===== src/rtl/ead_pkg.sv =====
// Purpose: constants shared by the external area decoder
// Assumes: 16-bit registers at byte addresses equal to four times their index
// Notes:   register slots follow the order of REG_IDX
package ead_pkg;
   localparam int AW      = 32;
   localparam int DW      = 32;
   localparam int RW      = 16;
   localparam int REG_NUM = 18;

   // ------------------------------------------------------------
   // register indices (byte address = 4 x index) and reset values
   // ------------------------------------------------------------
   localparam logic [31:0] REG_IDX [REG_NUM] = '{
      32'hFFFFFF50, 32'hFFFFFF52, 32'hFFFFFF54, 32'h0FFFFF56,
      32'h0FFFFF58, 32'h0FFFFF5A, 32'h0FFFFF5C, 32'hFFFFFF5E,
      32'hFFFFFF60, 32'hFFFFFF62, 32'hFFFFFF64, 32'hFFFFFF66,
      32'hFFFFFF68, 32'h0FFFFF6C, 32'hFFFFFF6E, 32'hFFFFFF70,
      32'hFFFFFF72, 32'hFFFFFF74};
   localparam logic [15:0] REG_RST [REG_NUM] = '{
      16'h0000, 16'h0000, 16'h0000, 16'h0000, 16'h0000, 16'h0000,
      16'h0000, 16'h0000, 16'h0000, 16'h3FF0, 16'h3FF3, 16'hFFFF,
      16'h0000, 16'h0000, 16'h0000, 16'h0000, 16'h0000, 16'h0000};
   localparam int SLOT_ROM_SEL0 = 0;
   localparam int SLOT_BUS_CTRL_TWO = 9;
   localparam int SLOT_MEM_TYPE = 12;
   localparam int SLOT_CARD_IF  = 13;
   localparam int MROM_NUM      = 8;

   // sdram mode register windows, 4K indices each
   localparam logic [31:0] SDM2_IDX    = 32'hFFFFD000;
   localparam logic [31:0] SDM3_IDX    = 32'hFFFFE000;
   localparam int          SDM_WIN_LSB = 12;

   // ------------------------------------------------------------
   // address fields and codes
   // ------------------------------------------------------------
   localparam int AREA_MSB = 28;
   localparam int AREA_LSB = 26;
   localparam int HALF_BIT = 25;
   localparam logic [2:0] AREA_IO  = 3'h1;
   localparam logic [2:0] AREA_RSV = 3'h7;
   localparam logic [2:0] AREA_C5  = 3'h5;
   localparam logic [2:0] AREA_C6  = 3'h6;
   localparam logic [1:0] SZ_BYTE = 2'h0;
   localparam logic [1:0] W_LONG  = 2'h3;
   localparam logic [1:0] MT_NORM  = 2'h0;
   localparam logic [1:0] MT_BURST = 2'h1;
   localparam logic [1:0] MT_SDRAM = 2'h2;
   localparam logic [1:0] MT_CARD  = 2'h3;

   // memory type bits, card bits, mask rom select fields
   localparam int MT_BURST0_BIT = 0;
   localparam int MT_SDRAM2_BIT = 1;
   localparam int MT_SDRAM3_BIT = 2;
   localparam int MT_BURST5_BIT = 3;
   localparam int MT_BURST6_BIT = 4;
   localparam int CARD5_BIT     = 0;
   localparam int CARD6_BIT     = 1;
   localparam int MROM_EN_BIT   = 0;
   localparam int MROM_A2_BIT   = 1;
   localparam int MROM_SL_MSB   = 25;
   localparam int MROM_SL_LSB   = 23;

   // width straps settle this many cycles after reset release
   localparam logic [1:0] STRAP_SETTLE = 2'h2;
endpackage : ead_pkg


===== src/rtl/ead_area_dec.sv =====
// Purpose: combinational area decode of a physical address
// Assumes: address bits 31 to 29 carry no meaning here
// Notes:   outputs are gated by the caller with its access valid
`timescale 1ns/1ps
module ead_area_dec
   import ead_pkg::*;
(
   // access
   input  wire logic [ead_pkg::AW-1:0] addr,
   input  wire logic [1:0]             size,
   input  wire logic                   card5,
   input  wire logic                   card6,
   // decode
   output logic      [2:0]             area,
   output logic      [6:0]             cs_n,
   output logic      [1:0]             ce2_n,
   output logic                        internal
);
   wire upper_lane;

   assign area       = addr[AREA_MSB:AREA_LSB];
   assign internal   = (area == AREA_IO) || (area == AREA_RSV);
   assign upper_lane = (size != SZ_BYTE) || addr[0];

   for (genvar i = 0; i < 7; i++) begin : g_cs
      assign cs_n[i] = ~((area == 3'(i)) && !internal);
   end

   assign ce2_n[0] = ~((area == AREA_C5) && card5 && upper_lane);
   assign ce2_n[1] = ~((area == AREA_C6) && card6 && upper_lane);
endmodule : ead_area_dec


===== src/rtl/ead_top.sv =====
// Purpose: external area decoder with apb register file
// Assumes: access requests come from logic on sys_clk
// Notes:   all pin outputs are registered one cycle after the request
//
// What this block does
// - area code is physical address bits 28 to 26, 000 area 0, 110 area 6
// - address bits 31 to 29 never affect the area choice
// - base plus n times 0x20000000 reaches the same area
// - each area's low-active select asserts only during its access
// - card areas 5 and 6 also assert the card enable of touched upper lane
// - areas 0 to 4 span 64 Mbytes; areas 5 and 6 two 32 Mbyte halves
// - area 0 width comes from two straps at reset; 00 is never presented
// - areas 2 to 6 take their width from bus control register two
// - registers take initial values only at power-on reset
// - writes in a 4K window per sdram area set its mode register
// - area 0 burst, 2 and 3 sdram, 5 and 6 burst or card
// - mask rom selects serve devices on area 0 or area 2
//
// Design decision made here: the APB slave port.
`timescale 1ns/1ps
module ead_top (
   // clock and reset
   input  wire logic                   sys_clk,
   input  wire logic                   reset_n,
   // apb slave
   input  wire logic                   psel,
   input  wire logic                   penable,
   input  wire logic                   pwrite,
   input  wire logic [ead_pkg::AW-1:0] paddr,
   input  wire logic [ead_pkg::DW-1:0] pwdata,
   output logic      [ead_pkg::DW-1:0] prdata,
   output logic                        pready,
   output logic                        pslverr,
   // access request
   input  wire logic                   acc_valid,
   input  wire logic [ead_pkg::AW-1:0] acc_addr,
   input  wire logic [1:0]             acc_size,
   // width straps
   input  wire logic                   width_strap_hi,
   input  wire logic                   width_strap_lo,
   // selects
   output logic                        chip_select_area0_n,
   output logic                        chip_select_area2_n,
   output logic                        chip_select_area3_n,
   output logic                        chip_select_area4_n,
   output logic                        chip_select_area5_n,
   output logic                        chip_select_area6_n,
   output logic                        card_enable_hi_a_n,
   output logic                        card_enable_hi_b_n,
   output logic      [7:0]             mask_rom_selects_n,
   // access attributes
   output logic      [2:0]             acc_area,
   output logic      [1:0]             acc_bus_width,
   output logic      [1:0]             acc_mem_type,
   output logic                        acc_upper_half,
   output logic                        acc_internal,
   // sdram mode set
   output logic                        sdram_mode_set_area2,
   output logic                        sdram_mode_set_area3,
   output logic      [7:0]             sdram_mode_data
);
   import ead_pkg::*;

   // ------------------------------------------------------------
   // functions
   // ------------------------------------------------------------
   function automatic logic idx_hit(input logic [AW-1:0] a,
                                    input logic [31:0] idx,
                                    input int lsb);
      logic [29:0] w;
      logic [29:0] i;
      w = a[31:2];
      i = idx[29:0];
      return (w >> lsb) == (i >> lsb);
   endfunction : idx_hit

   function automatic logic [1:0] width_sel(input logic [2:0] ar,
                                            input logic [15:0] bcr,
                                            input logic [1:0] w0);
      logic [1:0] w;
      w = W_LONG;
      if (ar == 3'h0) begin
         w = w0;
      end else if (ar >= 3'h2 && ar <= AREA_C6) begin
         w = bcr[{ar, 1'b0} +: 2];
      end
      return w;
   endfunction : width_sel

   function automatic logic [1:0] type_sel(input logic [2:0] ar,
                                           input logic [15:0] mt,
                                           input logic [15:0] cd);
      logic [1:0] t;
      t = MT_NORM;
      unique case (ar)
         3'h0: if (mt[MT_BURST0_BIT]) t = MT_BURST;
         3'h2: if (mt[MT_SDRAM2_BIT]) t = MT_SDRAM;
         3'h3: if (mt[MT_SDRAM3_BIT]) t = MT_SDRAM;
         3'h5: t = cd[CARD5_BIT] ? MT_CARD : (mt[MT_BURST5_BIT] ? MT_BURST : MT_NORM);
         3'h6: t = cd[CARD6_BIT] ? MT_CARD : (mt[MT_BURST6_BIT] ? MT_BURST : MT_NORM);
         default: t = MT_NORM;
      endcase
      return t;
   endfunction : type_sel

   // ------------------------------------------------------------
   // apb slave
   // ------------------------------------------------------------
   logic [RW-1:0]      regs_q [REG_NUM];
   logic [REG_NUM-1:0] hit;
   logic [RW-1:0]      rd_d;
   logic               pready_q;
   logic               pslverr_q;
   logic [DW-1:0]      prdata_q;
   logic               sdm2_q;
   logic               sdm3_q;
   logic [7:0]         sdm_data_q;
   wire                acc_ph;
   wire                commit;
   wire                in_sdm2;
   wire                in_sdm3;
   wire                mapped;

   for (genvar i = 0; i < REG_NUM; i++) begin : g_hit
      assign hit[i] = idx_hit(paddr, REG_IDX[i], 0);
   end

   assign in_sdm2 = idx_hit(paddr, SDM2_IDX, SDM_WIN_LSB);
   assign in_sdm3 = idx_hit(paddr, SDM3_IDX, SDM_WIN_LSB);
   assign mapped  = (|hit) || in_sdm2 || in_sdm3;
   assign acc_ph  = psel && penable;
   assign commit  = acc_ph && pready_q;

   always_comb begin
      rd_d = '0;
      for (int i = 0; i < REG_NUM; i++) begin
         if (hit[i]) begin
            rd_d = regs_q[i];
         end
      end
   end

   // one wait cycle: answer comes in the second access cycle
   always_ff @(posedge sys_clk or negedge reset_n) begin
      if (!reset_n) begin
         pready_q  <= 1'b0;
         pslverr_q <= 1'b0;
         prdata_q  <= '0;
      end else begin
         pready_q  <= acc_ph && !pready_q;
         pslverr_q <= acc_ph && !pready_q && !mapped;
         if (acc_ph && !pready_q) begin
            prdata_q <= pwrite ? '0 : {16'h0000, rd_d};
         end
      end
   end

   // registers only reset by power-on reset
   always_ff @(posedge sys_clk or negedge reset_n) begin
      if (!reset_n) begin
         for (int i = 0; i < REG_NUM; i++) begin
            regs_q[i] <= REG_RST[i];
         end
      end else begin
         for (int i = 0; i < REG_NUM; i++) begin
            if (commit && pwrite && hit[i]) begin
               regs_q[i] <= pwdata[RW-1:0];
            end
         end
      end
   end

   // byte-wide write-only mode set, one-cycle pulse per write
   always_ff @(posedge sys_clk or negedge reset_n) begin
      if (!reset_n) begin
         sdm2_q     <= 1'b0;
         sdm3_q     <= 1'b0;
         sdm_data_q <= 8'h00;
      end else begin
         sdm2_q <= commit && pwrite && in_sdm2;
         sdm3_q <= commit && pwrite && in_sdm3;
         if (commit && pwrite && (in_sdm2 || in_sdm3)) begin
            sdm_data_q <= pwdata[7:0];
         end
      end
   end

   // ------------------------------------------------------------
   // width straps
   // ------------------------------------------------------------
   logic [1:0] strap_s1_q;
   logic [1:0] strap_s2_q;
   logic [1:0] strap_cnt_q;
   logic       strap_done_q;
   logic [1:0] area0_w_q;

   always_ff @(posedge sys_clk or negedge reset_n) begin
      if (!reset_n) begin
         strap_s1_q <= 2'h0;
         strap_s2_q <= 2'h0;
      end else begin
         strap_s1_q <= {width_strap_hi, width_strap_lo};
         strap_s2_q <= strap_s1_q;
      end
   end

   // caught once after release, once the synchroniser has settled
   always_ff @(posedge sys_clk or negedge reset_n) begin
      if (!reset_n) begin
         strap_cnt_q  <= 2'h0;
         strap_done_q <= 1'b0;
         area0_w_q    <= W_LONG;
      end else if (!strap_done_q) begin
         strap_cnt_q <= strap_cnt_q + 2'h1;
         if (strap_cnt_q == STRAP_SETTLE) begin
            area0_w_q    <= strap_s2_q;
            strap_done_q <= 1'b1;
         end
      end
   end

   // ------------------------------------------------------------
   // area decode and select outputs
   // ------------------------------------------------------------
   logic [2:0]  dec_area;
   logic [6:0]  dec_cs_n;
   logic [1:0]  dec_ce2_n;
   logic        dec_int;
   logic [6:0]  cs_n_q;
   logic [1:0]  ce2_n_q;
   logic [7:0]  mrom_n_q;
   logic [2:0]  area_q;
   logic [1:0]  width_q;
   logic [1:0]  type_q;
   logic        half_q;
   logic        int_q;
   logic [7:0]  mrom_hit;
   wire  [15:0] card_reg;
   wire  [2:0]  slice;

   assign card_reg = regs_q[SLOT_CARD_IF];
   assign slice    = acc_addr[MROM_SL_MSB:MROM_SL_LSB];

   ead_area_dec u_dec (
      .addr     (acc_addr),
      .size     (acc_size),
      .card5    (card_reg[CARD5_BIT]),
      .card6    (card_reg[CARD6_BIT]),
      .area     (dec_area),
      .cs_n     (dec_cs_n),
      .ce2_n    (dec_ce2_n),
      .internal (dec_int)
   );

   for (genvar n = 0; n < MROM_NUM; n++) begin : g_mrom
      assign mrom_hit[n] = regs_q[SLOT_ROM_SEL0 + n][MROM_EN_BIT]
                        && (dec_area == {1'b0, regs_q[SLOT_ROM_SEL0 + n][MROM_A2_BIT], 1'b0})
                        && (slice == 3'(n));
   end

   always_ff @(posedge sys_clk or negedge reset_n) begin
      if (!reset_n) begin
         cs_n_q   <= 7'h7F;
         ce2_n_q  <= 2'h3;
         mrom_n_q <= 8'hFF;
         area_q   <= 3'h0;
         width_q  <= 2'h0;
         type_q   <= MT_NORM;
         half_q   <= 1'b0;
         int_q    <= 1'b0;
      end else begin
         cs_n_q   <= dec_cs_n | {7{!acc_valid}};
         ce2_n_q  <= dec_ce2_n | {2{!acc_valid}};
         mrom_n_q <= ~(mrom_hit & {8{acc_valid}});
         area_q   <= acc_valid ? dec_area : 3'h0;
         width_q  <= acc_valid ? width_sel(dec_area, regs_q[SLOT_BUS_CTRL_TWO], area0_w_q)
                               : 2'h0;
         type_q   <= acc_valid ? type_sel(dec_area, regs_q[SLOT_MEM_TYPE], card_reg)
                               : MT_NORM;
         half_q   <= acc_valid && dec_area >= AREA_C5 && acc_addr[HALF_BIT];
         int_q    <= acc_valid && dec_int;
      end
   end

   // ------------------------------------------------------------
   // outputs
   // ------------------------------------------------------------
   assign prdata               = prdata_q;
   assign pready               = pready_q;
   assign pslverr              = pslverr_q;
   assign chip_select_area0_n  = cs_n_q[0];
   assign chip_select_area2_n  = cs_n_q[2];
   assign chip_select_area3_n  = cs_n_q[3];
   assign chip_select_area4_n  = cs_n_q[4];
   assign chip_select_area5_n  = cs_n_q[5];
   assign chip_select_area6_n  = cs_n_q[6];
   assign card_enable_hi_a_n   = ce2_n_q[0];
   assign card_enable_hi_b_n   = ce2_n_q[1];
   assign mask_rom_selects_n   = mrom_n_q;
   assign acc_area             = area_q;
   assign acc_bus_width        = width_q;
   assign acc_mem_type         = type_q;
   assign acc_upper_half       = half_q;
   assign acc_internal         = int_q;
   assign sdram_mode_set_area2 = sdm2_q;
   assign sdram_mode_set_area3 = sdm3_q;
   assign sdram_mode_data      = sdm_data_q;

   logic por_seen_q;
   always_ff @(posedge sys_clk or negedge reset_n) begin
      if (!reset_n) begin
         por_seen_q <= 1'b0;
      end else begin
         por_seen_q <= 1'b1;
      end
   end
endmodule : ead_top


===== config.mk =====
export PLATFORM = sky130hd
export DESIGN_NAME = ead_top
export DESIGN_NICKNAME = d
export VERILOG_FILES = /design/src/rtl/ead_pkg.sv /design/src/rtl/ead_area_dec.sv /design/src/rtl/ead_top.sv
export SDC_FILE = /design/constraint.sdc
export NUM_CORES = 1
export LEC_CHECK = 0
export BUFFER_PORTS_ARGS = -buffer_cell sky130_fd_sc_hd__buf_2
export CAP_MARGIN = 20
export CORE_AREA = 2 2 173 175
export DETAILED_ROUTE_END_ITERATION = 8
export DIE_AREA = 0 0 175 177
export GPL_TIMING_DRIVEN = 1
export MAX_ROUTING_LAYER = met4
export PLACE_DENSITY = 0.79
export SLEW_MARGIN = 20
export SYNTH_ARGS = -nofsm -noshare
export SYNTH_HDL_FRONTEND = slang
export SYNTH_SLANG_ARGS = --single-unit
export TNS_END_PERCENT = 20

===== constraint.sdc =====
create_clock -name sys_clk -period 2.65 [get_ports sys_clk]
set_input_delay 0 -clock sys_clk [delete_from_list [all_inputs] [get_ports sys_clk]]
set_output_delay 0 -clock sys_clk [all_outputs]
set_load 0.03 [all_outputs]

==> impl_metrics.toml <==
[power]
pwr-share-comb_pct = 5.9
sequentialPowerShare_pct = 48.1
power.density_cell_area_nw_per_um2 = 562
cell_internal_power_dissipation_w = 0.00862
clock_power_share_pct = 45.9
switching_share_pct = 22.8
switching_pwr_w = 0.00254
total_leakage_power_nw = 9.34
ir_worst_vdd_mv = 0.406

[logic_synthesis]
synth.cells.most_frequent = "sky130_fd_sc_hd__dfrtp_1 (294), sky130_fd_sc_hd__mux2_2 (286), sky130_fd_sc_hd__nor2_1 (73), sky130_fd_sc_hd__o21ai_0 (73), sky130_fd_sc_hd__clkbuf_1 (70)"
yosysTopAreaCell = "sky130_fd_sc_hd__dfrtp_1"
syn_avg_cell_area_um2 = 12.0
post_synthesis_instance_total = 1410
ys_async_sr_fraction_pct = 100
yosys.cell_types.count = 76
synth_edf_count = 0
post_synth_instance_area_um2 = 16900
yosys.area.top_type_share_pct = 43.5
synth_warnings = 0
synth_seq_area_share_pct = 52.1
netlist_top_cells_area = "sky130_fd_sc_hd__dfrtp_1 (43%), sky130_fd_sc_hd__mux2_2 (19%), sky130_fd_sc_hd__dfstp_2 (8.7%)"
synth-main-ff-cell = "sky130_fd_sc_hd__dfrtp_1"
most_numerous_cell_in_the_yosys_netlist = "sky130_fd_sc_hd__dfrtp_1"
synth.ff_latch_count = 350

[timing]
timing_hold_violations_final = 0
timing.final.crit_share_pct = 95.1
max-slew-margin-rel_pct = 48.9
period_minus_slack_ps = 2520
clock.fmax_mhz = 397
number_of_max_slew_violations_in_the_final_report = 0
unrepaired_setup_endpoints_after_global_routing = "false"
finalSetupTns_ps = 0
worst_hold_slack_ps = 15.6
final_number_of_setup_violating_endpoints = 0
finalWorstSetupSlack_ps = 129
worstMarginPinSlew_ps = 759
finalClockSkew_ps = 11.9

[global_route]
overflow = 0
largest_net_degree_at_the_start_of_global_routing = 90
antenna_found_initial = 0
grt_use_total_pct = 32.8
grt_pass1_vias = 13073
global_route_wire_length_before_repair_um = 75900

[clock_tree]
cts_root_buffer = "sky130_fd_sc_hd__clkbuf_16"
clock_tree.htree_level_count = 2
total_clock_buffers_created_by_cts = 37
ctsResizeCount = 0
cts_buffer_depth = 3
worst_skew_pair.late_latency_ps = 520
cts.reportedPaths.clkPinSlew_ps = 60
tritoncts = "done"
tritoncts_sinks = 350

[drt]
detail_route.wirelength_um = 48600
drtPass1Iterations = 6
routed_wire_length_per_instance_um = 24.2
post-route-drc-count = 0
post_drt_via_cell_ratio = 6.40
drt_iter0_drc = 1438
detailroute.via_count = 12844
antenna_left = 0

[critical_path]
critPathCaptureType = "register"
critical_path.startpoint_type = "input pin"
critPathRequiredTime_ps = 3100
r2r_slack_ps = 340
timing.rr.end = "prdata[1]"
critPathArrivalTime_ps = 2970
crit_type = "in2reg"
regToRegStartpoint = "pready"
highest_fanout_seen_on_the_critical_path = 13
ff2ff_path_depth = 8
worstSetupStartpoint = "paddr[2]"
timing.critical_path.to = "prdata[3]"

[layout]
largest_reg_flops = 272
register_area_um2 = 8830
final.fill_count = 2149
antenna-diode-count = 0
final_design_area_no_fill_um2 = 19900
multi_input_comb_area_um2 = 7580
final_layout_size_suffix_gt1_share_pct = 41.4
area_growth_syn_to_fin_pct = 17.2
finish.net_count = 1695

[die]
ioPinCount = 175
fp.coreArea_um2 = 29200
die_h_um = 177
fp.dieArea_um2 = 31000
rows = 63
floorplan.initialDensity_pct = 57.9
die_width_um = 175

[outcome]
status = "finished, final reports clean"

[place]
postPlaceCellArea_um2 = 18500
hpwlAfterDp_um = 33800
gp_routability_congestion = 0.995
port_buffers = 115
dpl_worst_slack_ps = -67.4

[job]
max_cap_violations = 0

[min_path]
hp-class = "in2reg"
-- worst min path at each step --
stage | startpoint | to | slack (ps) | cells past startpoint
floorplan | reset_n | acc_area[0] | -300 | 0
global placement | reset_n | acc_area[1] | 50 | 1
detailed placement | reset_n | acc_area[1] | 60 | 1
CTS | paddr[26] | sdram_mode_set_area2 | 0.4 | 6
global route | pwdata[7] | regs_q[103] | 20 | 2
finish | paddr[26] | sdram_mode_set_area2 | 20 | 6
-- power by group through the flow --
stage / Sequential, W / Combinational, W / Clock [W]
2_1_floorplan: 0.00549 / 0.000283 / 0
3_3_place_gp: 0.00546 / 0.000621 / 0
3_5_place_dp: 0.00546 / 0.000629 / 0
4_1_cts: 0.00537 / 0.000652 / 0.00518
5_1_grt: 0.00537 / 0.000715 / 0.00545
6_report: 0.00537 / 0.000662 / 0.00513
-- kinds of logic (layout without fill, tap and decap cells) --
family | count (synthesis) | count (layout) | share of synthesized area, %
adder cells (fa/ha/maj) | 1 | 1 | 0.0739
buffers and inverters | 136 | 327 | 3.72
flip-flops | 350 | 350 | 52.1
AO/OA/AOI/OAI | 326 | 326 | 13.6
other | 1 | 16 | 0.0221
multiplexers | 313 | 313 | 20.9
XOR/XNOR | 10 | 10 | 0.517
AND/OR/NAND/NOR | 273 | 273 | 9.02
-- critical path, stage by stage --
cell and delay [ps]:
sky130_fd_sc_hd__dlygate4sd3_1 510, sky130_fd_sc_hd__buf_2 220, sky130_fd_sc_hd__buf_4 250, sky130_fd_sc_hd__nor4b_4 80, sky130_fd_sc_hd__buf_12 160, sky130_fd_sc_hd__o21ai_0 480
sky130_fd_sc_hd__o21ai_1 200, sky130_fd_sc_hd__buf_4 210, sky130_fd_sc_hd__nor4_1 580, sky130_fd_sc_hd__a31o_2 270
-- layout by cell type (no fill, tap or decap), drive strengths merged, types with 18 or more instances in the layout --
master | netlist | routed
nor3 | 20 | 20
buf | 50 | 226
a21oi | 55 | 55
nand2 | 65 | 65
dfstp | 56 | 56
dfrtp | 294 | 294
a22oi | 22 | 22
mux2 | 300 | 300
clkbuf | 70 | 60
o21ai | 76 | 76
nand4 | 20 | 20
a22o | 33 | 33
dlygate4sd3 | 0 | 18
nor2 | 76 | 76
-- per-stage QoR --
stage	cells	util (%)	total power [W]
finish	2006	67.9	0.0112
global route	2006	67.9	0.0115
CTS	2006	67.9	0.0112
detailed placement	1921	63.1	0.00609
global placement	1921	63.1	0.00608
floorplan	1425	-	0.00577
-- per-layer routing --
layer | vias up | wire length, µm | GRT usage, %
met3 | 94 | 3710 | 5.46
met2 | 636 | 23500 | 52.7
li1 | 5602 | - | -
met4 | 0 | 1150 | 9.48
met1 | 6512 | 20200 | 43.3
met5 | - | 0 | -
-- layout make-up --
class	instances	share of cell area (%)
Clock inverter	7	0.447
Timing Repair Buffer	244	8.50
Clock buffer	60	5.62
Sequential cell	350	44.5
Multi-Input combinational cell	939	38.2
Tap cell	390	2.46
Inverter	16	0.303
-- what timing repair did --
action,4_1_cts,5_1_grt
endpoints found under the hold margin,135,0
setup buffers,0,0
hold buffers,18,0
(Power assumes the default switching activity.)
